$ cat config.mk
export PLATFORM = sky130hd
export DESIGN_NAME = flash_self_program_sequencer
export DESIGN_NICKNAME = d
export VERILOG_FILES = /design/src/verilog/isp_pkg.sv /design/src/verilog/isp_regs.sv /design/src/verilog/flash_self_program_sequencer.sv
export SDC_FILE = /design/constraint.sdc
export NUM_CORES = 1
export LEC_CHECK = 0
export ABC_AREA = 1
export BUFFER_PORTS_ARGS = -buffer_cell sky130_fd_sc_hd__buf_2
export CORE_MARGIN = 2
export CORE_UTILIZATION = 55
export DETAILED_ROUTE_END_ITERATION = 8
export GPL_ROUTABILITY_DRIVEN = 0
export PLACE_DENSITY_LB_ADDON = 0.1
export SETUP_SLACK_MARGIN = 0.5
export SLEW_MARGIN = 40
export SYNTH_ARGS = -nofsm -noshare
export SYNTH_HDL_FRONTEND = slang
export SYNTH_SLANG_ARGS = --single-unit
$ cat constraint.sdc
create_clock -name clk -period 5.44 [get_ports clk]
set_clock_uncertainty 0.15 [all_clocks]
set_input_delay 1.088 -clock clk [delete_from_list [all_inputs] [get_ports clk]]
set_output_delay 1.088 -clock clk [all_outputs]
set_load 0.01 [all_outputs]
$ cat src/verilog/isp_pkg.sv
// Purpose: Shared constants for the flash self-program sequencer.
// Assumes: Avalon-MM register slave with 32-bit data, one word per register.
// Notes:   Printed offsets step by one, not by four, so they are indices.
package isp_pkg;
  localparam int          CLK_HZ          = 25000000;
  localparam int          ADDR_W          = 8;
  localparam logic [7:0]  IDX_COMMAND     = 8'h94;
  localparam logic [7:0]  IDX_ADDR_LOW    = 8'h95;
  localparam logic [7:0]  IDX_ADDR_HIGH   = 8'h96;
  localparam logic [7:0]  IDX_RAM_PTR     = 8'h97;
  localparam logic [7:0]  IDX_STATUS      = 8'h98;
  localparam logic [7:0]  CMD_PAGE        = 8'h5a;
  localparam logic [7:0]  CMD_BYTE        = 8'h1e;
  localparam logic [7:0]  REG_RESET       = 8'h00;
  localparam int          PAGE_BYTES      = 32;
  localparam int          PAGE_LSB        = 5;
  localparam int          FLASH_BYTES     = 4096;
  localparam int          FLASH_AW        = 12;
  localparam logic [4:0]  LAST_OFFSET     = 5'h1f;
  localparam int          STAT_BUSY_BIT   = 0;
  localparam int          STAT_ERR_BIT    = 1;
  typedef enum logic [2:0] {
    ST_IDLE,
    ST_RAM_RD,
    ST_FL_WR,
    ST_FL_WAIT
  } seq_state_t;
endpackage : isp_pkg

$ cat src/verilog/isp_regs.sv
// Purpose: Avalon-MM register file of the flash self-program sequencer.
// Assumes: One clock, synchronous active-high reset.
// Notes:   A write to the command register issues a one-cycle command pulse.
`timescale 1ns/1ns
module isp_regs
  import isp_pkg::*;
(
  input  wire logic              clk,
  input  wire logic              sys_rst,
  input  wire logic [ADDR_W-1:0] avs_address,
  input  wire logic              avs_read,
  input  wire logic              avs_write,
  input  wire logic [31:0]       avs_writedata,
  input  wire logic [3:0]        avs_byteenable,
  output logic [31:0]            avs_readdata,
  output logic                   avs_waitrequest,
  input  wire logic [1:0]        status,
  input  wire logic              busy,
  output logic [7:0]             ram_buffer_pointer,
  output logic [15:0]            flash_target_address,
  output logic                   cmd_valid,
  output logic [7:0]             cmd_code
);
  typedef struct packed {
    logic [7:0]  ptr;
    logic [7:0]  lo;
    logic [7:0]  hi;
    logic        cmd_v;
    logic [7:0]  cmd;
    logic [31:0] rdata;
    logic        ack;
  } regs_t;

  regs_t cur_ff;
  regs_t nxt_cur;
  logic  wr_lane0;

  assign wr_lane0 = avs_write && avs_byteenable[0];

  always_comb begin
    nxt_cur       = cur_ff;
    nxt_cur.cmd_v = 1'b0;
    nxt_cur.ack   = 1'b0;
    // Register reads and writes are held off while a program runs; waitrequest stays high.
    if ((avs_read || avs_write) && !cur_ff.ack && !busy) begin
      nxt_cur.ack   = 1'b1;
      nxt_cur.rdata = 32'h0000_0000;
      if (wr_lane0) begin
        unique case (avs_address)
          IDX_RAM_PTR:   nxt_cur.ptr = avs_writedata[7:0];
          IDX_ADDR_LOW:  nxt_cur.lo  = avs_writedata[7:0];
          IDX_ADDR_HIGH: nxt_cur.hi  = avs_writedata[7:0];
          IDX_COMMAND: begin
            nxt_cur.cmd_v = 1'b1;
            nxt_cur.cmd   = avs_writedata[7:0];
          end
          default: ;
        endcase
      end
      if (avs_read) begin
        unique case (avs_address)
          IDX_RAM_PTR:   nxt_cur.rdata = {24'h000000, cur_ff.ptr};
          IDX_ADDR_LOW:  nxt_cur.rdata = {24'h000000, cur_ff.lo};
          IDX_ADDR_HIGH: nxt_cur.rdata = {24'h000000, cur_ff.hi};
          IDX_STATUS:    nxt_cur.rdata = {30'h00000000, status};
          default:       nxt_cur.rdata = 32'h0000_0000;
        endcase
      end
    end
  end

  always_ff @(posedge clk) begin
    if (sys_rst) begin
      cur_ff <= '0;
    end else begin
      cur_ff <= nxt_cur;
    end
  end

  assign avs_waitrequest      = (avs_read || avs_write) && !cur_ff.ack;
  assign avs_readdata         = cur_ff.rdata;
  assign ram_buffer_pointer   = cur_ff.ptr;
  assign flash_target_address = {cur_ff.hi, cur_ff.lo};
  assign cmd_valid            = cur_ff.cmd_v;
  assign cmd_code             = cur_ff.cmd;
endmodule : isp_regs

$ cat src/verilog/flash_self_program_sequencer.sv
// Purpose: Copies data RAM bytes into the program flash on a firmware command.
// Assumes: RAM read data arrives one cycle after the read strobe; flash
//          signals done with a one-cycle pulse after each byte write strobe.
// Notes:   Operation
// Operation
// - Page program sources 32 bytes from internal data RAM.
// - Flash pages start on addresses with five low bits zero.
// - 8-bit register holds the RAM source buffer start address.
// - 16-bit flash target split into high and low 8-bit registers.
// - Command 0x5A starts page program copying 32 RAM bytes.
// - Byte program reads exactly one byte at the buffer pointer.
// - Command 0x1E stores one RAM byte at the target address.
// - Command register write-only; status read-only; others read-write; all reset zero.
// - Flash holds 4 KB as 128 pages of 32 bytes.
`timescale 1ns/1ns
module flash_self_program_sequencer
  import isp_pkg::*;
(
  input  wire logic                clk,
  input  wire logic                sys_rst,
  input  wire logic [ADDR_W-1:0]   avs_address,
  input  wire logic                avs_read,
  input  wire logic                avs_write,
  input  wire logic [31:0]         avs_writedata,
  input  wire logic [3:0]          avs_byteenable,
  output logic [31:0]              avs_readdata,
  output logic                     avs_waitrequest,
  output logic                     ram_rd,
  output logic [7:0]               ram_addr,
  input  wire logic [7:0]          ram_rdata,
  output logic                     flash_wr,
  output logic [FLASH_AW-1:0]      flash_addr,
  output logic [7:0]               flash_wdata,
  input  wire logic                flash_done,
  output logic                     fetch_stall
);
  typedef struct packed {
    seq_state_t             st;
    logic                   page;
    logic [4:0]             cnt;
    logic [7:0]             rptr;
    logic [FLASH_AW-1:0]    faddr;
    logic [7:0]             data;
    logic                   wr;
    logic                   rd;
    logic                   err;
  } seq_t;

  seq_t        cur_ff;
  seq_t        nxt_cur;
  logic [7:0]  ptr;
  logic [15:0] tgt;
  logic        cmd_v;
  logic [7:0]  cmd;
  logic        busy;

  isp_regs u_regs (
    .clk                  (clk),
    .sys_rst              (sys_rst),
    .avs_address          (avs_address),
    .avs_read             (avs_read),
    .avs_write            (avs_write),
    .avs_writedata        (avs_writedata),
    .avs_byteenable       (avs_byteenable),
    .avs_readdata         (avs_readdata),
    .avs_waitrequest      (avs_waitrequest),
    .status               ({cur_ff.err, busy}),
    .busy                 (busy),
    .ram_buffer_pointer   (ptr),
    .flash_target_address (tgt),
    .cmd_valid            (cmd_v),
    .cmd_code             (cmd)
  );

  // Flash page base with the in-page offset cleared.
  function automatic logic [FLASH_AW-1:0] page_base(input logic [15:0] a);
    page_base = {a[FLASH_AW-1:PAGE_LSB], 5'h00};
  endfunction : page_base

  // True for the two programming codes; every other code is reserved.
  function automatic logic is_prog_cmd(input logic [7:0] c);
    is_prog_cmd = (c == CMD_PAGE) || (c == CMD_BYTE);
  endfunction : is_prog_cmd

  assign busy = (cur_ff.st != ST_IDLE);

  always_comb begin
    nxt_cur    = cur_ff;
    nxt_cur.wr = 1'b0;
    nxt_cur.rd = 1'b0;
    unique case (cur_ff.st)
      ST_IDLE: begin
        if (cmd_v) begin
          nxt_cur.rptr = ptr;
          nxt_cur.cnt  = 5'h00;
          if (cmd == CMD_PAGE) begin
            nxt_cur.page  = 1'b1;
            nxt_cur.faddr = page_base(tgt);
            nxt_cur.st    = ST_RAM_RD;
            nxt_cur.rd    = 1'b1;
            nxt_cur.err   = 1'b0;
          end else if (cmd == CMD_BYTE) begin
            nxt_cur.page  = 1'b0;
            nxt_cur.faddr = tgt[FLASH_AW-1:0];
            nxt_cur.st    = ST_RAM_RD;
            nxt_cur.rd    = 1'b1;
            nxt_cur.err   = 1'b0;
          end else begin
            // Reserved codes start nothing and are flagged in status.
            nxt_cur.err = 1'b1;
          end
        end
      end
      ST_RAM_RD: begin
        nxt_cur.st = ST_FL_WR;
      end
      ST_FL_WR: begin
        nxt_cur.data = ram_rdata;
        nxt_cur.wr   = 1'b1;
        nxt_cur.st   = ST_FL_WAIT;
      end
      ST_FL_WAIT: begin
        if (flash_done) begin
          if (cur_ff.page && (cur_ff.cnt != LAST_OFFSET)) begin
            nxt_cur.cnt   = cur_ff.cnt + 5'h01;
            nxt_cur.rptr  = cur_ff.rptr + 8'h01;
            nxt_cur.faddr = cur_ff.faddr + 12'h001;
            nxt_cur.rd    = 1'b1;
            nxt_cur.st    = ST_RAM_RD;
          end else begin
            nxt_cur.st = ST_IDLE;
          end
        end
      end
      default: nxt_cur.st = ST_IDLE;
    endcase
  end

  always_ff @(posedge clk) begin
    if (sys_rst) begin
      cur_ff <= '0;
    end else begin
      cur_ff <= nxt_cur;
    end
  end

  assign ram_rd      = cur_ff.rd;
  assign ram_addr    = cur_ff.rptr;
  assign flash_wr    = cur_ff.wr;
  assign flash_addr  = cur_ff.faddr;
  assign flash_wdata = cur_ff.data;
  assign fetch_stall = busy || cmd_v;
endmodule : flash_self_program_sequencer

==> run_results.csv <==
group,metric,value,unit
route,wl,10080,µm
floorplan,start_util,57.14,%
setup_path,r2r-start,"cur_ff[38]",
global_routing,grt_max_degree,44,
synth,yosys_register_bits,81,
route,drc,0,
global_routing,grt_pass1_vias,3569,
clock_network,htree_levels,3,
route,vias,4031,
timing,max-slew-margin-rel,58.96,%
global_routing,antenna_found_initial,0,
timing,setup_viol,0,
timing,max_freq,349.1,MHz
synth,seq_area_frac_synth,36.54,%
setup_path,cp-start-kind,"input pin",
synth,postSynthCellCount,634,
synth,synthArstFlopShare,0,%
floorplan,die_area,8804,µm²
clock_network,cts_tree,"built",
synth,synth.top_cell.area_share,36.54,%
power,p_per_area,306.1,nW/µm²
setup_path,worstPathMaxFanout,8,
global_routing,overflow,0,
synth,ys_types,41,
final_layout,drive_gt1_share,16.99,%
floorplan,die_w,93.83,µm
clock_network,clk_pin_slew_worst_paths,0.09,ns
timing,post-route-period-util,52.66,%
synth,synth_edf_count,0,
synth,yosysTopAreaCell,"dfxtp_1",
clock_network,cts.sinks,81,
power,p_leak,2.098,nW
floorplan,core,7767,µm²
synth,avgSynthCellArea,7.000,µm²
timing,hold_viol_final,0,
timing,tns,0,ns
final_layout,fillers,767,
worst_hold_path,hold_class,"reg2reg",
synth,yosysWarningCount,0,
final_layout,area_growth,4.539,%
floorplan,ios,121,
timing,worst_pin_slew,0.6156,ns
setup_path,cp.arrival,1.63,ns
global_routing,grt_first_pass_wirelength,16850,µm
timing,period_minus_slack,2.865,ns
setup_path,cp-startpoint,"avs_read",
final_layout,fin_util,59.73,%
route,post_drt_via_cell_ratio,5.256,
setup_path,end_kind,"output pin",
setup_path,slowest_stage,"nor2_1",
clock_network,cts_buffer_depth,2,
flow_run,drv_cap,0,
worst_hold_path,min_from,"u_regs.avs_readdata[7]",
floorplan,dieHeight,93.83,µm
setup_path,cp_cell_sequence,"buf_2 -> nor2_1 -> nor2_4 -> buf_2",
route,drt-initial-drc-count,213,
route,ant_nets,0,
clock_network,cts_resized,0,
floorplan,num_rows,32,
final_layout,nets,724,
clock_network,cts_hold_buf,0,
clock_network,clk-insertion-delay-late,0.36,ns
final_layout,antenna_cells,0,
placement,portBuffers,69,
route,wl_per_cell,13.15,µm
clock_network,root_buffer,"clkbuf_8",
setup_path,max_stage_delay,0.19,ns
synth,synth_area,4438,µm²
power,ir_drop,187.8,µV
setup_path,crit_type,"in2out",
timing,drv_slew,0,
synth,ys.flop_type,"dfxtp_1",
clock_network,cts_made_buffers,9,
route,drt-pass1-iter-count,5,
outcome,status,"finished clean",
clock_network,post_cts.repair.setup_buffers,0,
placement,dp_hpwl,7260,µm
setup_path,cpMostUsedCell,"buf_2",
setup_path,worstPathRequired,4.20,ns
synth,yosys-top-cells-area,"dfxtp_1, buf_4, nand2_1, nor2_1, nand3_1",
global_routing,grt_usage,24.26,%
timing,rsz0062_at_grt,"no",
[where the power goes]
group          internal, mW  leakage [nW]  switching [mW]  total [mW]
Clock                 0.221         0.103           0.246       0.467
Combinational        0.0859          1.34           0.211       0.297
Sequential            0.632         0.655          0.0241       0.656
Total                 0.939          2.10           0.482        1.42
[routing by layer]
layer	vias up	track usage, %	share of wire (%)
li1	2037	-	-
met1	1826	33.33	47
met2	146	37.86	45
met3	22	3.692	6.2
met4	0	10.39	2.2
met5	-	0	0
[stage by stage]
| step | power, mW | instances | setup WS [ns] | hold WS [ns] | instance area (µm²) |
|---|---|---|---|---|---|
| after global routing | 1.495 | 767 | 2.434 | 0.3546 | 4639 |
| after detailed placement | 0.9655 | 751 | 2.573 | 0.3048 | 4432 |
| final | 1.420 | 767 | 2.575 | 0.3174 | 4639 |
| after global placement | 0.9603 | 750 | 2.416 | 0.3048 | 4420 |
| after CTS | 1.429 | 767 | 2.572 | 0.3182 | 4639 |
| after floorplan | 0.9386 | 657 | 2.767 | 0.2896 | 4524 |
[cell type report]
type	instances	area (µm²)	share of cell area (%)
flip-flops and latches	81	1622	34.95
clock inverters	7	83.83	1.807
multi-input cells	454	2152	46.39
well taps	102	127.6	2.751
clock buffers	9	123.9	2.670
inverters	42	158.9	3.425
repair buffers	72	371.6	8.010
[flip-flops by register name (all words and copies together) (netlist names), 8 cells and up]
name / flops
cur_ff: 9
flash_addr: 12
flash_wdata: 8
ram_addr: 8
u_regs.avs_readdata: 8
u_regs.cmd_code: 8
u_regs.flash_target_address: 16
u_regs.ram_buffer_pointer: 8
[critical path, delay by kind of cell]
kind	cells	cell delay (ns)
buffers and inverters	2	0.29
and+or+nand+nor	2	0.25
[synthesized netlist by cell type, types with 2 or more instances]
| cell type | count |
|---|---|
| clkbuf_1 | 6 |
| nor2_4 | 4 |
| nand4_1 | 2 |
| nand2_4 | 2 |
| nor3_1 | 12 |
| buf_6 | 3 |
| inv_1 | 35 |
| buf_2 | 5 |
| nor2_1 | 106 |
| o21ai_0 | 55 |
| nand3b_1 | 3 |
| nand3_2 | 2 |
| inv_2 | 5 |
| nand3_1 | 65 |
| o21ai_1 | 5 |
| nand2_2 | 2 |
| nor2_2 | 3 |
| a21oi_1 | 39 |
| dfxtp_1 | 81 |
| o211ai_1 | 2 |
| clkbuf_8 | 3 |
| buf_4 | 62 |
| ha_1 | 7 |
| nand2_1 | 108 |
[cell usage in the layout (no fill, tap or decap), types with 3 or more instances in the layout]
cell      count
nand2_1     108
nor2_1      106
dfxtp_1      81
buf_2        69
nand3_1      65
o21ai_0      55
a21oi_1      39
inv_1        35
conb_1       24
nor3_1       12
clkbuf_8      9
ha_1          7
inv_2         5
o21ai_1       5
nor2_4        4
nor2_2        3
nand3b_1      3
inv_6         3
[path summary, 6_finish.rpt]
| check | end | slack, ns | depth (start not counted) |
|---|---|---|---|
| min reg2reg | u_regs.avs_readdata[7] | 0.32 | 2 |
| max | avs_waitrequest | 2.58 | 4 |
| min | u_regs.avs_readdata[7] | 0.32 | 2 |
| max reg2reg | flash_addr[6] | 2.73 | 8 |
[logic make-up (layout without fill, tap and decap cells)]
logic type / count (synthesis) / after routing / synth area share, %
other cells: 1 / 24 / 0.08450
compound gates: 109 / 109 / 12.97
simple gates: 314 / 314 / 31.52
buf+inv: 122 / 130 / 16.92
fa+ha+maj: 7 / 7 / 1.973
flops: 81 / 81 / 36.54
(Power assumes the default switching activity.)
